[src/flyback_pkg.sv]
// Purpose: shared constants and types of the flyback mode and fault control core
// Assumes: 25 MHz control clock
// Notes: times are kept in their own units, cycle counts derive from them
package flyback_pkg;
   localparam int CLK_MHZ = 25;
   // ************************************************************
   // timing limits
   // ************************************************************
   localparam int RESET_MAX_NS = 110000;
   localparam int RESET_MAX_CYC = (RESET_MAX_NS * CLK_MHZ) / 1000;
   localparam int ON_MAX_NS = 13800;
   localparam int ON_MAX_CYC = (ON_MAX_NS * CLK_MHZ) / 1000;
   localparam int DEEP_PERIOD_NS = 40000;
   localparam int DEEP_PERIOD_CYC = (DEEP_PERIOD_NS * CLK_MHZ) / 1000;
   localparam int PWM_PERIOD_NS = 13889;
   localparam int PWM_PERIOD_CYC = (PWM_PERIOD_NS * CLK_MHZ) / 1000;
   localparam int OCP_CYCLES = 4;
   localparam int SHORT_BLANK_CYC = 8;
   localparam int TW = 13;
   // ************************************************************
   // drive, cable compensation, load thresholds
   // ************************************************************
   localparam logic [7:0] BASE_MIN_MA = 8'h0d;
   localparam logic [7:0] BASE_MAX_MA = 8'h28;
   localparam logic [7:0] NOM_VOUT_DV = 8'h32;
   localparam logic [7:0] LOAD_PWM = 8'hc0;
   localparam logic [7:0] LOAD_PFM = 8'h60;
   localparam logic [7:0] LOAD_DEEP_WIDTH_MODE = 8'h20;
   localparam logic [7:0] LOAD_DEEP_FREQUENCY_MODE = 8'h08;
   typedef enum logic [5:0] {
      MODE_CURRENT = 6'h01,
      MODE_PWM = 6'h02,
      MODE_PFM = 6'h04,
      MODE_DEEP_W = 6'h08,
      MODE_DEEP_F = 6'h10,
      MODE_OFF = 6'h20
   } mode_t;
   typedef enum logic [3:0] {
      PH_IDLE = 4'h1,
      PH_ON = 4'h2,
      PH_RESET = 4'h4,
      PH_VALLEY = 4'h8
   } phase_t;
   typedef struct packed {
      logic overcurrent_trip;
      logic overvoltage_trip;
      logic supply_low_lockout;
      logic aux_fall;
      logic valley;
      logic sense_short_trip;
      logic vout_low;
   } cmp_t;
   typedef struct packed {
      logic reset_timeout;
      logic on_timeout;
      logic overcurrent_run;
      logic overvoltage;
      logic sense_short;
      logic vout_low;
   } fault_t;
endpackage

[src/flyback_mode_fault_control.sv]
// Purpose: mode selection, switching timing, fault shutdown of a flyback controller
// Assumes: comparator outputs asynchronous, load and feedback given as digital words
// Notes: shutdown holds until supply_low_lockout, which clears it and restarts switching
`timescale 1ns/1ps
module flyback_mode_fault_control #(
   parameter int OCP_LIMIT = flyback_pkg::OCP_CYCLES,
   parameter int TIMER_W = flyback_pkg::TW,
   parameter int RESET_MAX = flyback_pkg::RESET_MAX_CYC,
   parameter int ON_MAX = flyback_pkg::ON_MAX_CYC
) (
   // clock and reset
   input wire logic sys_clk,
   input wire logic rstn,
   // supply
   input wire logic supply_ready,
   // comparators
   input wire flyback_pkg::cmp_t cmp_async,
   // digital measures
   input wire logic [7:0] load_level,
   input wire logic [7:0] peak_current_level,
   input wire logic [9:0] feedback_raw,
   input wire logic [7:0] cable_comp_nom,
   input wire logic [7:0] vout_nom_dv,
   input wire logic [TIMER_W-1:0] on_time_req,
   // drive and status
   output logic base_drive,
   output logic [7:0] base_current_ma,
   output logic [9:0] feedback_comp,
   output flyback_pkg::mode_t mode,
   output logic shutdown,
   output flyback_pkg::fault_t fault_cause
);
   // ************************************************************
   // parameter checks
   // ************************************************************
   if (OCP_LIMIT < 1 || OCP_LIMIT > 255 || RESET_MAX >= (1 << TIMER_W) ||
       ON_MAX >= (1 << TIMER_W) || flyback_pkg::DEEP_PERIOD_CYC >= (1 << TIMER_W))
   begin : g_bad
      $error("flyback parameters out of range");
   end
   // ************************************************************
   // synchronisers
   // ************************************************************
   flyback_pkg::cmp_t sync1_ff;
   flyback_pkg::cmp_t sync_ff;
   flyback_pkg::cmp_t sync_d_ff;
   logic ready1_ff;
   logic ready_ff;
   always_ff @(posedge sys_clk or negedge rstn)
   begin
      if (!rstn)
      begin
         sync1_ff <= '0;
         sync_ff <= '0;
         sync_d_ff <= '0;
         ready1_ff <= 1'b0;
         ready_ff <= 1'b0;
      end
      else
      begin
         sync1_ff <= cmp_async;
         sync_ff <= sync1_ff;
         sync_d_ff <= sync_ff;
         ready1_ff <= supply_ready;
         ready_ff <= ready1_ff;
      end
   end
   wire aux_fall_edge = ~sync_ff.aux_fall & sync_d_ff.aux_fall;
   wire valley_edge = sync_ff.valley & ~sync_d_ff.valley;
   wire oc_now = sync_ff.overcurrent_trip;
   // ************************************************************
   // mode selection
   // ************************************************************
   flyback_pkg::mode_t nxt_mode;
   logic run;
   assign run = ready_ff & ~shutdown & ~sync_ff.supply_low_lockout;
   always_comb
   begin
      if (!run)
         nxt_mode = flyback_pkg::MODE_OFF;
      else if (load_level == 8'hff)
         nxt_mode = flyback_pkg::MODE_CURRENT;
      else if (load_level >= flyback_pkg::LOAD_PWM)
         nxt_mode = flyback_pkg::MODE_PWM;
      else if (load_level >= flyback_pkg::LOAD_PFM)
         nxt_mode = flyback_pkg::MODE_PFM;
      else if (load_level >= flyback_pkg::LOAD_DEEP_WIDTH_MODE)
         nxt_mode = flyback_pkg::MODE_DEEP_W;
      else
         nxt_mode = flyback_pkg::MODE_DEEP_F;
   end
   logic cyc_start;
   always_ff @(posedge sys_clk or negedge rstn)
   begin
      if (!rstn)
         mode <= flyback_pkg::MODE_OFF;
      else if (!run || cyc_start)
         mode <= nxt_mode;
   end
   // ************************************************************
   // switching cycle
   // ************************************************************
   flyback_pkg::phase_t phase_ff;
   logic [TIMER_W-1:0] on_cnt_ff;
   logic [TIMER_W-1:0] per_cnt_ff;
   logic [TIMER_W-1:0] off_min;
   logic [TIMER_W-1:0] on_target;
   always_comb
   begin
      off_min = '0;
      on_target = on_time_req;
      case (mode)
         flyback_pkg::MODE_PWM: off_min = TIMER_W'(flyback_pkg::PWM_PERIOD_CYC);
         flyback_pkg::MODE_PFM:
         begin
            on_target = TIMER_W'(ON_MAX / 2);
            off_min = TIMER_W'({~load_level, 5'h00});
         end
         flyback_pkg::MODE_DEEP_W: off_min = TIMER_W'(flyback_pkg::DEEP_PERIOD_CYC);
         flyback_pkg::MODE_DEEP_F: off_min = TIMER_W'({~load_level, 5'h1f});
         flyback_pkg::MODE_CURRENT: on_target = TIMER_W'(ON_MAX / 2);
         default: off_min = '0;
      endcase
   end
   assign cyc_start = (phase_ff == flyback_pkg::PH_VALLEY) && valley_edge &&
                      (per_cnt_ff >= off_min);
   logic on_cap;
   logic oc_in_cycle_ff;
   assign on_cap = (on_cnt_ff >= TIMER_W'(ON_MAX - 1));
   always_ff @(posedge sys_clk or negedge rstn)
   begin
      if (!rstn)
      begin
         phase_ff <= flyback_pkg::PH_IDLE;
         on_cnt_ff <= '0;
         per_cnt_ff <= '0;
         base_drive <= 1'b0;
      end
      else if (!run)
      begin
         phase_ff <= flyback_pkg::PH_IDLE;
         base_drive <= 1'b0;
         on_cnt_ff <= '0;
         per_cnt_ff <= '0;
      end
      else
      begin
         per_cnt_ff <= (per_cnt_ff == '1) ? per_cnt_ff : per_cnt_ff + 1'b1;
         case (phase_ff)
            flyback_pkg::PH_IDLE:
            begin
               phase_ff <= flyback_pkg::PH_ON;
               base_drive <= 1'b1;
               on_cnt_ff <= '0;
               per_cnt_ff <= '0;
            end
            flyback_pkg::PH_ON:
            begin
               on_cnt_ff <= on_cnt_ff + 1'b1;
               if (oc_now || on_cap || on_cnt_ff + 1'b1 >= on_target)
               begin
                  base_drive <= 1'b0;
                  phase_ff <= flyback_pkg::PH_RESET;
                  on_cnt_ff <= '0;
               end
            end
            flyback_pkg::PH_RESET:
            begin
               on_cnt_ff <= on_cnt_ff + 1'b1;
               if (aux_fall_edge)
                  phase_ff <= flyback_pkg::PH_VALLEY;
            end
            flyback_pkg::PH_VALLEY:
               if (cyc_start)
               begin
                  phase_ff <= flyback_pkg::PH_ON;
                  base_drive <= 1'b1;
                  on_cnt_ff <= '0;
                  per_cnt_ff <= '0;
               end
            default: phase_ff <= flyback_pkg::PH_IDLE;
         endcase
      end
   end
   // ************************************************************
   // overcurrent run counting
   // ************************************************************
   logic [7:0] oc_run_ff;
   always_ff @(posedge sys_clk or negedge rstn)
   begin
      if (!rstn)
      begin
         oc_in_cycle_ff <= 1'b0;
         oc_run_ff <= '0;
      end
      else if (!run)
      begin
         oc_in_cycle_ff <= 1'b0;
         oc_run_ff <= '0;
      end
      else if (cyc_start)
      begin
         oc_in_cycle_ff <= 1'b0;
         oc_run_ff <= oc_in_cycle_ff ? oc_run_ff + 1'b1 : 8'h00;
      end
      else if (phase_ff == flyback_pkg::PH_ON && oc_now)
         oc_in_cycle_ff <= 1'b1;
   end
   // ************************************************************
   // fault latch
   // ************************************************************
   logic [7:0] started_ff;
   flyback_pkg::fault_t nxt_fault;
   always_comb
   begin
      nxt_fault = '0;
      nxt_fault.reset_timeout = phase_ff == flyback_pkg::PH_RESET &&
                                on_cnt_ff >= TIMER_W'(RESET_MAX - 1);
      nxt_fault.on_timeout = phase_ff == flyback_pkg::PH_ON && on_cap;
      nxt_fault.overcurrent_run = oc_run_ff >= 8'(OCP_LIMIT);
      nxt_fault.overvoltage = phase_ff == flyback_pkg::PH_RESET &&
                              aux_fall_edge && sync_ff.overvoltage_trip;
      nxt_fault.sense_short = started_ff == 8'(flyback_pkg::SHORT_BLANK_CYC) &&
                              sync_ff.sense_short_trip;
      nxt_fault.vout_low = mode == flyback_pkg::MODE_CURRENT && sync_ff.vout_low;
   end
   always_ff @(posedge sys_clk or negedge rstn)
   begin
      if (!rstn)
         started_ff <= '0;
      else if (!ready_ff || sync_ff.supply_low_lockout)
         started_ff <= '0;
      else if (cyc_start && started_ff != 8'(flyback_pkg::SHORT_BLANK_CYC))
         started_ff <= started_ff + 1'b1;
   end
   always_ff @(posedge sys_clk or negedge rstn)
   begin
      if (!rstn)
      begin
         shutdown <= 1'b0;
         fault_cause <= '0;
      end
      else if (sync_ff.supply_low_lockout)
      begin
         shutdown <= 1'b0;
         fault_cause <= '0;
      end
      else if (run && nxt_fault != '0)
      begin
         shutdown <= 1'b1;
         fault_cause <= nxt_fault;
      end
   end
   // ************************************************************
   // base current and cable compensation
   // ************************************************************
   logic [8:0] bsum;
   logic [15:0] comp_scaled;
   logic [23:0] comp_off;
   assign bsum = 9'(flyback_pkg::BASE_MIN_MA) + 9'(peak_current_level[7:3]);
   assign comp_scaled = 16'(cable_comp_nom) * 16'(vout_nom_dv) /
                        16'(flyback_pkg::NOM_VOUT_DV);
   assign comp_off = (24'(comp_scaled) * 24'(load_level)) >> 8;
   always_ff @(posedge sys_clk or negedge rstn)
   begin
      if (!rstn)
      begin
         base_current_ma <= flyback_pkg::BASE_MIN_MA;
         feedback_comp <= '0;
      end
      else
      begin
         base_current_ma <= (bsum > 9'(flyback_pkg::BASE_MAX_MA)) ?
                            flyback_pkg::BASE_MAX_MA : bsum[7:0];
         feedback_comp <= 10'(feedback_raw + comp_off[9:0]);
      end
   end
   // ************************************************************
   // assertions
   // ************************************************************
   property p_lockout_off;
      @(posedge sys_clk) disable iff (!rstn)
      sync_ff.supply_low_lockout |=> !base_drive;
   endproperty
   a_lockout_off: assert property (p_lockout_off) else $error("drive after lockout");
   property p_oc_cut;
      @(posedge sys_clk) disable iff (!rstn)
      (phase_ff == flyback_pkg::PH_ON && oc_now && run) |=> !base_drive;
   endproperty
   a_oc_cut: assert property (p_oc_cut) else $error("pulse not ended on overcurrent");
   property p_on_cap;
      @(posedge sys_clk) disable iff (!rstn)
      base_drive |-> on_cnt_ff < TIMER_W'(ON_MAX);
   endproperty
   a_on_cap: assert property (p_on_cap) else $error("on-time over cap");
   property p_shut_hold;
      @(posedge sys_clk) disable iff (!rstn)
      (shutdown && !sync_ff.supply_low_lockout) |=> shutdown;
   endproperty
   a_shut_hold: assert property (p_shut_hold) else $error("shutdown released early");
   property p_turn_on_valley;
      @(posedge sys_clk) disable iff (!rstn)
      ($rose(base_drive) && $past(phase_ff) == flyback_pkg::PH_VALLEY) |->
      $past(valley_edge);
   endproperty
   a_turn_on_valley: assert property (p_turn_on_valley) else $error("turn-on off valley");
   property p_base_range;
      @(posedge sys_clk) disable iff (!rstn)
      base_current_ma >= flyback_pkg::BASE_MIN_MA && base_current_ma <= flyback_pkg::BASE_MAX_MA;
   endproperty
   a_base_range: assert property (p_base_range) else $error("base current out of range");
   property p_ocp_run;
      @(posedge sys_clk) disable iff (!rstn)
      (run && oc_run_ff >= 8'(OCP_LIMIT) && !sync_ff.supply_low_lockout) |=> shutdown;
   endproperty
   a_ocp_run: assert property (p_ocp_run) else $error("overcurrent run not shut down");
   property p_reset_timeout;
      @(posedge sys_clk) disable iff (!rstn)
      (run && nxt_fault.reset_timeout && !sync_ff.supply_low_lockout) |=>
      shutdown && fault_cause.reset_timeout;
   endproperty
   a_reset_timeout: assert property (p_reset_timeout) else $error("reset timeout missed");
   property p_not_ready;
      @(posedge sys_clk) disable iff (!rstn)
      !ready_ff |=> !base_drive;
   endproperty
   a_not_ready: assert property (p_not_ready) else $error("drive before supply ready");
endmodule

[config.mk]
export PLATFORM = sky130hd
export DESIGN_NAME = flyback_mode_fault_control
export DESIGN_NICKNAME = d
export VERILOG_FILES = /design/src/flyback_pkg.sv /design/src/flyback_mode_fault_control.sv
export SDC_FILE = /design/constraint.sdc
export NUM_CORES = 1
export LEC_CHECK = 0
export ABC_AREA = 1
export BUFFER_PORTS_ARGS = -buffer_cell sky130_fd_sc_hd__buf_2
export CORE_ASPECT_RATIO = 0.6
export CORE_MARGIN = 3
export CORE_UTILIZATION = 39
export CTS_CLUSTER_SIZE = 28
export DETAILED_ROUTE_END_ITERATION = 8
export PLACE_DENSITY = 0.66
export SLEW_MARGIN = 20
export SYNTH_ARGS = -nofsm -noshare
export SYNTH_HDL_FRONTEND = slang
export SYNTH_SLANG_ARGS = --single-unit
[constraint.sdc]
create_clock -name sys_clk -period 3.4 [get_ports sys_clk]
set_input_delay 0.34 -clock sys_clk [delete_from_list [all_inputs] [get_ports sys_clk]]
set_output_delay 0.34 -clock sys_clk [all_outputs]
set_load 0.02 [all_outputs]
# Word level (Yosys, flattened, before mapping)

Cells that the tools add are included.

Add/sub/neg operators: 6
$mul: 2
Div/mod/pow operators: 1
Magnitude comparators: 9
Equality and inequality tests: 20
Multiplexer cells: 37
Bitwise operators: 9
Reductions and logical operators: 24

Operators by type and width:

| operator                                                                              | count |
|---|---|
| 13-bit case mux with 4 select lines                                                   | 2 |
| 13-bit two-way mux                                                                    | 7 |
| 8-bit two-way mux                                                                     | 5 |
| 6-bit two-way mux                                                                     | 5 |
| 13-bit by 1-bit adder with 13-bit output, second input constant                       | 2 |
| 13-bit greater-or-equal comparator                                                    | 2 |
| 13-bit case mux with 2 select lines                                                   | 1 |
| 16-bit by 8-bit multiplier with 18-bit output                                         | 1 |
| 8-bit by 1-bit adder with 8-bit output, second input constant                         | 2 |
| 16-bit by 6-bit divider with 16-bit output, second input constant                     | 1 |
| 8-bit by 8-bit multiplier with 16-bit output                                          | 1 |
| 4-bit two-way mux                                                                     | 4 |
| 4-bit case mux with 4 select lines                                                    | 1 |
| 5-bit two-way mux                                                                     | 3 |
| 13-bit == test, second input constant                                                 | 1 |
| 13-bit by 12-bit greater-or-equal comparator with 1-bit output, second input constant | 1 |
| 13-bit by 9-bit greater-or-equal comparator with 1-bit output, second input constant  | 1 |
| 1-bit logical AND                                                                     | 11 |
| 10-bit adder                                                                          | 1 |
| 3-bit inequality test, second input constant                                          | 3 |
| 8-bit by 4-bit == test with 1-bit output, second input constant                       | 1 |
| 8-bit == test, second input constant                                                  | 1 |
| 8-bit by 3-bit greater-or-equal comparator with 1-bit output, second input constant   | 1 |
| 8-bit by 6-bit greater-or-equal comparator with 1-bit output, second input constant   | 1 |
| other kinds (30)                                                                      | 49 |

Flip-flop bits (word level): 95
Input bits: 65
Output and inout port bits: 32
Word-level logic and storage cells: 143

# Depth between registers and ports, before layout

Gate-level depths: netlist of run 1.

Depth in word-level cells: 8
Mapped depth: 108
Mapped depth without buffers: 105

# Least setup slack after synthesis of run 1

No wires, ideal clock.

Kind: input port to flip-flop
Start point: input port cable_comp_nom[3]
End point: register feedback_comp[9]
Setup time: 0.113 ns
Data arrival time: 12.819 ns
Required time: 3.287 ns
Path slack: -9.532 ns
Stages on the path: 94
Buffers on the path: 4
Path through: clkbuf_1 > nand2_1 > inv_1 > fa_1 > fa_1 > fa_1 > inv_1 > fa_1 > inv_1 > ha_1 > nand2_1 > inv_1 > nand2_1 > nand2_1 > inv_1 > nand2_1 > xnor2_1 > nand3_1 > [... 58 more ...] > xor2_1 > ha_1 > nand3_1 > nand2_1 > a21oi_1 > inv_1 > a21oi_1 > inv_1 > a21oi_1 > nor2_1 > nor2_1 > o21ai_0 > a21oi_1 > xnor2_1 > xnor2_1 > nand3_1 > nand2_1 > inv_1

Longest elaborated chain between the ends: 4

Ends and longest elaborated chain:

| element                                       | RTL line                          | source |
|---|---|---|
| from (decl)                                   | flyback_mode_fault_control.sv:22  | `input wire logic [7:0] cable_comp_nom,` |
| 8-bit by 8-bit multiplier with 16-bit output  | flyback_mode_fault_control.sv:261 | `assign comp_scaled = 16'(cable_comp_nom) * 16'(vout_nom_dv) /` |
| 16-bit by 6-bit divider with 16-bit output    | flyback_mode_fault_control.sv:261 |  |
| 16-bit by 8-bit multiplier with 18-bit output | flyback_mode_fault_control.sv:263 | `assign comp_off = (24'(comp_scaled) * 24'(load_level)) >> 8;` |
| 10-bit adder                                  | flyback_mode_fault_control.sv:275 | `feedback_comp <= 10'(feedback_raw + comp_off[9:0]);` |
| to (signal assigned)                          | flyback_mode_fault_control.sv:275 |  |
| to (decl)                                     | flyback_mode_fault_control.sv:28  | `output logic [9:0] feedback_comp,` |

Every way passes these cells.
A chain may end at the register's enable or synchronous reset.

# Worst setup path after layout of run 1

Start point: input port vout_nom_dv[7]
End point: register feedback_comp[9]

Longest elaborated chain between the ends: 4

Ends and longest elaborated chain:

| element                                       | RTL line                          | source |
|---|---|---|
| from (decl)                                   | flyback_mode_fault_control.sv:23  | `input wire logic [7:0] vout_nom_dv,` |
| 8-bit by 8-bit multiplier with 16-bit output  | flyback_mode_fault_control.sv:261 |  |
| 16-bit by 6-bit divider with 16-bit output    | flyback_mode_fault_control.sv:261 |  |
| 16-bit by 8-bit multiplier with 18-bit output | flyback_mode_fault_control.sv:263 |  |
| 10-bit adder                                  | flyback_mode_fault_control.sv:275 |  |

Every way passes these cells.

==> results of run 1 <==
-- metrics by stage --
step,hold slack [ns],area (um2),worst slack (ns),util [%],cells
floorplan,0.0444,12000,-9.03,-,1607
global placement,0.331,14400,-9.50,49.7,2289
detailed placement,0.336,14400,-9.86,49.7,2289
CTS,0.0331,15300,-8.99,52.9,2334
global route,0.0554,16400,-9.95,56.5,2363
finish,0.0118,16400,-9.19,56.5,2363
-- layout by cell type (no fill, tap or decap), types with 37 or more instances in the layout --
cell,n
nand2_1,292
ha_1,95
nand4_1,37
nand2_4,49
nand2_2,64
buf_4,256
nand3_1,60
fa_1,81
inv_1,314
buf_2,80
nor2_1,109
dfrtp_1,90
-- state kept, by name (all words and copies together), names as in the netlist, 2 cells and up --
register / cells
feedback_comp: 10
phase_ff: 4
base_current_ma: 6
per_cnt_ff: 13
sync_d_ff: 2
fault_cause: 6
mode: 6
sync1_ff: 7
started_ff: 8
on_cnt_ff: 13
oc_run_ff: 8
sync_ff: 6
-- critical path, delay by kind of cell --
kind,cells,cell delay (ns)
AOI/OAI and AO/OA,7,1.05
xor gates and xnor gates,2,0.30
adders and majority gates,11,4.76
buffers and inverters,9,0.52
and+or+nand+nor,61,5.82
-- routing by layer --
layer  wire (um)  share of wire (%)  vias to the layer above
met2       14400                 43                      280
met1       16500                 50                     5501
met4         215               0.65                        0
met5           0                  0                        -
li1            -                  -                     5712
met3        2200                6.6                       22
-- repair_timing --
| item | in CTS | in global routing |
|---|---|---|
| endpoints found under the hold margin | 0 | 0 |
| buffers inserted | 35 | 36 |
| resized for setup | 122 | 218 |
| pin swaps | 97 | 164 |
| setup endpoints to repair | 25 | 61 |
-- synth_stat cells (all sizes together) (2+ instances only) --
| master | number | area (um2) |
|---|---|---|
| o32ai | 4 | 35.0 |
| o21bai | 3 | 26.3 |
| a31oi | 3 | 18.8 |
| xor2 | 34 | 298 |
| dfstp | 5 | 131 |
| clkinv | 3 | 11.3 |
| dfrtp | 90 | 2250 |
| nor2 | 141 | 542 |
| ha | 115 | 1440 |
| or2 | 2 | 12.5 |
| fa | 89 | 1780 |
| o31ai | 2 | 15.0 |
| inv | 352 | 1320 |
| o211ai | 7 | 52.6 |
| a211oi | 4 | 30.0 |
| a21o | 3 | 22.5 |
| nand4 | 43 | 324 |
| o41ai | 2 | 17.5 |
| o21ai | 59 | 295 |
| nor3b | 2 | 15.0 |
| nand3 | 87 | 463 |
| clkbuf | 21 | 78.8 |
| buf | 5 | 48.8 |
| nor3 | 22 | 110 |
| nand3b | 3 | 22.5 |
| nor4 | 4 | 25.0 |
| o22ai | 11 | 68.8 |
| o21a | 2 | 15.0 |
| xnor2 | 15 | 131 |
| nand2 | 410 | 1640 |
| a21oi | 55 | 290 |
-- cells by family (layout without fill, tap and decap cells) --
family,after synthesis,in the layout
XOR/XNOR,49,49
adder cells (fa/ha/maj),204,204
AND/OR/NAND/NOR,715,715
AO/OA/AOI/OAI,161,161
flip-flops,95,95
buffers and inverters,381,737
other,1,2
-- worst min path at each step --
stage	end	slack, ns	startpoint
floorplan	base_current_ma[1]	0.04	rstn
global placement	sync_ff[4]	0.33	sync1_ff[4]
detailed placement	oc_now	0.34	sync1_ff[6]
CTS	on_cnt_ff[4]	0.03	rstn
global route	on_cnt_ff[6]	0.06	rstn
finish	on_cnt_ff[10]	0.01	rstn
-- area by class of cell --
| cell class | count | share of cell area (%) |
|---|---|---|
| multi-input combinational | 1131 | 56.0 |
| timing repair buffer | 366 | 16.4 |
| sequential | 95 | 14.5 |
| inverter | 355 | 8.21 |
| tap | 400 | 3.05 |
| clock buffer | 9 | 1.37 |
| clock inverter | 7 | 0.412 |
==> impl_metrics.env, run 1 <==
export IMPL_period_share_pct=370
export IMPL_postRouteWirelength_um=33300
export IMPL_crit_top_cell="nand2_4"
export IMPL_yosysSeqAreaShare_pct=20.6
export IMPL_hold_path_class="input port to async pin"
export IMPL_clock_fmax_ghz=0.0795
export IMPL_ctsLongestPathBuffers=2
export IMPL_synth_mux_area_share_pct=0
export IMPL_viasPerCell=4.87
export IMPL_crit_end="feedback_comp[9]"
export IMPL_critPathLaunchType="input port"
export IMPL_netlist_instances=1606
export IMPL_cp_arrival_ns=12.85
export IMPL_area_growth_pct=41.3
export IMPL_reg2reg_slack_ns=0.05
export IMPL_route_detailed_wl_per_inst_um=14.1
export IMPL_ys_types=52
export IMPL_synth_fa_ha_area_share_pct=27.8
export IMPL_finalSetupViolations=10
export IMPL_drv_cap=0
export IMPL_synth_area_um2=11600
export IMPL_violations="setup timing"
export IMPL_hold_viol=0
export IMPL_grt_start_max_net_pins=55
export IMPL_synth_edf_count=0
export IMPL_synth_compound_area_share_pct=8.11
export IMPL_diodes=0
export IMPL_first_pass_iters=5
export IMPL_cts_sinks=95
export IMPL_multi_input_area_um2=9170
export IMPL_synth_seq_cells=95
export IMPL_cts_tree="built"
export IMPL_numCtsBuffers=9
export IMPL_num_rows=48
export IMPL_period_needed_ns=12.59
export IMPL_async_flop_share_pct=100
export IMPL_insertion_delay_ns=0.36
export IMPL_layout_drive_gt1_share_pct=35.4
export IMPL_cts_root_buf="clkbuf_16"
export IMPL_busiest_layer="met1"
export IMPL_seq_area_um2=2380
export IMPL_timing_rr_end="started_ff[4]"
export IMPL_reg2reg_depth=20
export IMPL_final_setup_worst_slack_ns=-9.19
export IMPL_crit_fanout=6
export IMPL_htreeDepth=3
export IMPL_slowest_delay_ns=0.59
export IMPL_path_clk_slew_ns=0.07
export IMPL_io_buffers=91
export IMPL_worst_slew_pin_slew_ns=0.694
export IMPL_initial_core_util_pct=40.0
export IMPL_hold_buffers=0
export IMPL_end_kind="register"
export IMPL_die_h_um=140
export IMPL_gr_usage_met3_pct=4.42
export IMPL_antenna_found_initial=0
export IMPL_fill_cells=2542
export IMPL_slew_viol_final=0
export IMPL_fin_setup_tns_ns=-84.32
export IMPL_grtUsageTotal_pct=20.2
export IMPL_critical_path_required_ns=3.66
export IMPL_syn_avg_cell_area_um2=7.22
export IMPL_fin_nets=2227
export IMPL_regToRegStartpoint="mode[0]"
export IMPL_met1_usage_pct=31.0
export IMPL_ant_nets=0
export IMPL_use_met2_pct=30.0
export IMPL_vias=11500
export IMPL_worstSetupStartpoint="vout_nom_dv[7]"
export IMPL_grt_pass1_vias=11100
export IMPL_drt_iter0_markers=783
export IMPL_gp_congestion=0.959
export IMPL_status="finished, violations left"
export IMPL_ys_flop_type="dfrtp_1"
export IMPL_skew_ns=0.00769
export IMPL_grt_first_pass_wirelength_um=53700
export IMPL_ioPinCount=97
export IMPL_relSlewSlack_pct=53.8
export IMPL_synth_xor_area_share_pct=3.70
export IMPL_rsz0062_at_grt="yes"
export IMPL_yosysWarnings=0
export IMPL_synth_top_family_by_area="adder cells"
export IMPL_dp_hpwl_um=25800
export IMPL_drc=0
export IMPL_yosys_area_share_simple_pct=27.2
export IMPL_dieArea_um2=31900
export IMPL_overflow=0
export IMPL_path_class="input port to register"
export IMPL_cpMaxStageDelayCell="fa_1"
export IMPL_coreArea_um2=29000
export IMPL_die_w_um=229
Power of run 1 is left out: the tool's default activity adds up to more than one toggle a clock period on the data nets, which glitch-free logic cannot reach.
==> inputs of run 2 (changes only) <==
- RECOVER_POWER: unset -> 25
- SLEW_MARGIN: 20 -> 15
==> impl_metrics.env, run 2 (synthesis gave the netlist of run 1 again) <==
export IMPL_slew_viol_final=55
export IMPL_path_class="input port to register"
export IMPL_layout_drive_gt1_share_pct=35.4
export IMPL_final_setup_worst_slack_ns=-9.19
export IMPL_die_w_um=229
export IMPL_topRoutingLayerUsed="met4"
export IMPL_worst_slew_pin_slew_ns=2.92
export IMPL_hold_buffers=0
export IMPL_violations="capacitance limit, slew limit, setup timing"
export IMPL_slowest_delay_ns=0.59
export IMPL_cpMaxStageDelayCell="fa_1"
export IMPL_path_clk_slew_ns=0.07
export IMPL_initial_core_util_pct=40.0
export IMPL_crit_top_cell="nand2_4"
export IMPL_status="finished, violations left"
export IMPL_place_ws_ns=-9.86
export IMPL_diodes=0
export IMPL_wl_met1_um=16400
export IMPL_grtUsageTotal_pct=20.2
export IMPL_ioPinCount=97
export IMPL_top_regs="on_cnt_ff: 13 flops, per_cnt_ff: 13 flops, feedback_comp: 10 flops"
export IMPL_cp_arrival_ns=12.85
export IMPL_final_cell_mix="inv_1 (314), nand2_1 (292), buf_4 (255)"
export IMPL_route_detailed_wl_per_inst_um=14.1
export IMPL_skew_ns=0.0112
export IMPL_htreeDepth=3
export IMPL_cts_tree="built"
export IMPL_overflow=0
export IMPL_ant_nets=0
export IMPL_wl_met2_um=14400
export IMPL_numCtsBuffers=9
export IMPL_clock_fmax_ghz=0.0795
export IMPL_num_rows=48
export IMPL_fin_setup_tns_ns=-84.35
export IMPL_critical_path_required_ns=3.66
export IMPL_drv_cap=1
export IMPL_cts_sinks=95
export IMPL_critPathLaunchType="input port"
export IMPL_dp_hpwl_um=25800
export IMPL_die_h_um=140
export IMPL_antenna_found_initial=0
export IMPL_gp_congestion=0.959
export IMPL_grt_pass1_vias=11100
export IMPL_ctsLongestPathBuffers=2
export IMPL_insertion_delay_ns=0.37
export IMPL_period_needed_ns=12.59
export IMPL_mostFrequentLayoutCell="inv_1"
export IMPL_met3_length_um=2270
export IMPL_finalSetupViolations=10
export IMPL_coreArea_um2=29000
export IMPL_drc=0
export IMPL_rsz0062_at_grt="yes"
export IMPL_viasPerCell=4.86
export IMPL_vias=11500
export IMPL_first_pass_iters=5
export IMPL_period_share_pct=370
export IMPL_hold_viol=0
export IMPL_grt_start_max_net_pins=55
export IMPL_crit_fanout=6
export IMPL_hold_path_class="input port to register"
export IMPL_end_kind="register"
export IMPL_postRouteWirelength_um=33300
export IMPL_drt_iter0_markers=730
export IMPL_area_growth_pct=41.3
export IMPL_relSlewSlack_pct=-95.0
export IMPL_fill_cells=2542
export IMPL_grt_first_pass_wirelength_um=53700
export IMPL_cts_root_buf="clkbuf_16"
export IMPL_dieArea_um2=31900
export IMPL_io_buffers=91
export IMPL_fin_nets=2227
## run 2: cell count changes in the layout (fill, tap and decap cells not counted)
cell      before  now
buf_4        256  255
clkbuf_1       0    1
## run 2: cell type report
cell class / instances / area [um2] / area share [%]
Sequential cell: 95 / 2380 / 14.5
Inverter: 355 / 1350 / 8.21
Clock inverter: 7 / 67.6 / 0.412
Multi-Input combinational cell: 1131 / 9170 / 56.0
Tap cell: 400 / 500 / 3.05
Clock buffer: 9 / 225 / 1.37
Timing Repair Buffer: 366 / 2690 / 16.4
## run 2: critical path: cells and delay by family
kind | cells | cell delay [ns]
adders and majority gates | 11 | 4.76
xor gates and xnor gates | 2 | 0.30
and+or+nand+nor | 61 | 5.83
AOI/OAI and AO/OA | 7 | 1.05
buffers and inverters | 9 | 0.52
## run 2: metal layers
metal	up-vias	GRT usage (%)
li1	5712	-
met1	5468	31.0
met2	290	30.0
met3	23	4.42
met4	0	2.06
met5	-	0
## run 2: stage by stage
stage | instances | utilization [%] | instance area (um2) | hold WS [ns]
detailed placement | 2289 | 49.7 | 14400 | 0.336
floorplan | 1607 | - | 12000 | 0.0444
finish | 2363 | 56.5 | 16400 | 0.0821
global route | 2363 | 56.5 | 16400 | 0.0580
CTS | 2334 | 52.9 | 15300 | 0.0331
global placement | 2289 | 49.7 | 14400 | 0.331
## run 2: path summary, 6_finish.rpt
kind,startpoint,to,slack (ns),cells past startpoint
max,vout_nom_dv[7],feedback_comp[9],-9.19,90
min,cmp_async[4],sync1_ff[4],0.08,1
max reg2reg,mode[0],started_ff[4],0.04,20
min reg2reg,sync1_ff[6],oc_now,0.35,0
max in group asynchronous,rstn,fault_cause[0],0.83,1
min in group asynchronous,rstn,on_cnt_ff[6],0.92,1
## run 2: repair_timing
| action | 4_1_cts | 5_1_grt |
|---|---|---|
| pin swaps | 97 | 164 |
| gates resized for setup | 122 | 218 |
| endpoints found under the setup margin | 25 | 61 |
| buffers inserted | 35 | 36 |
Power of run 2 is left out for the same reason.
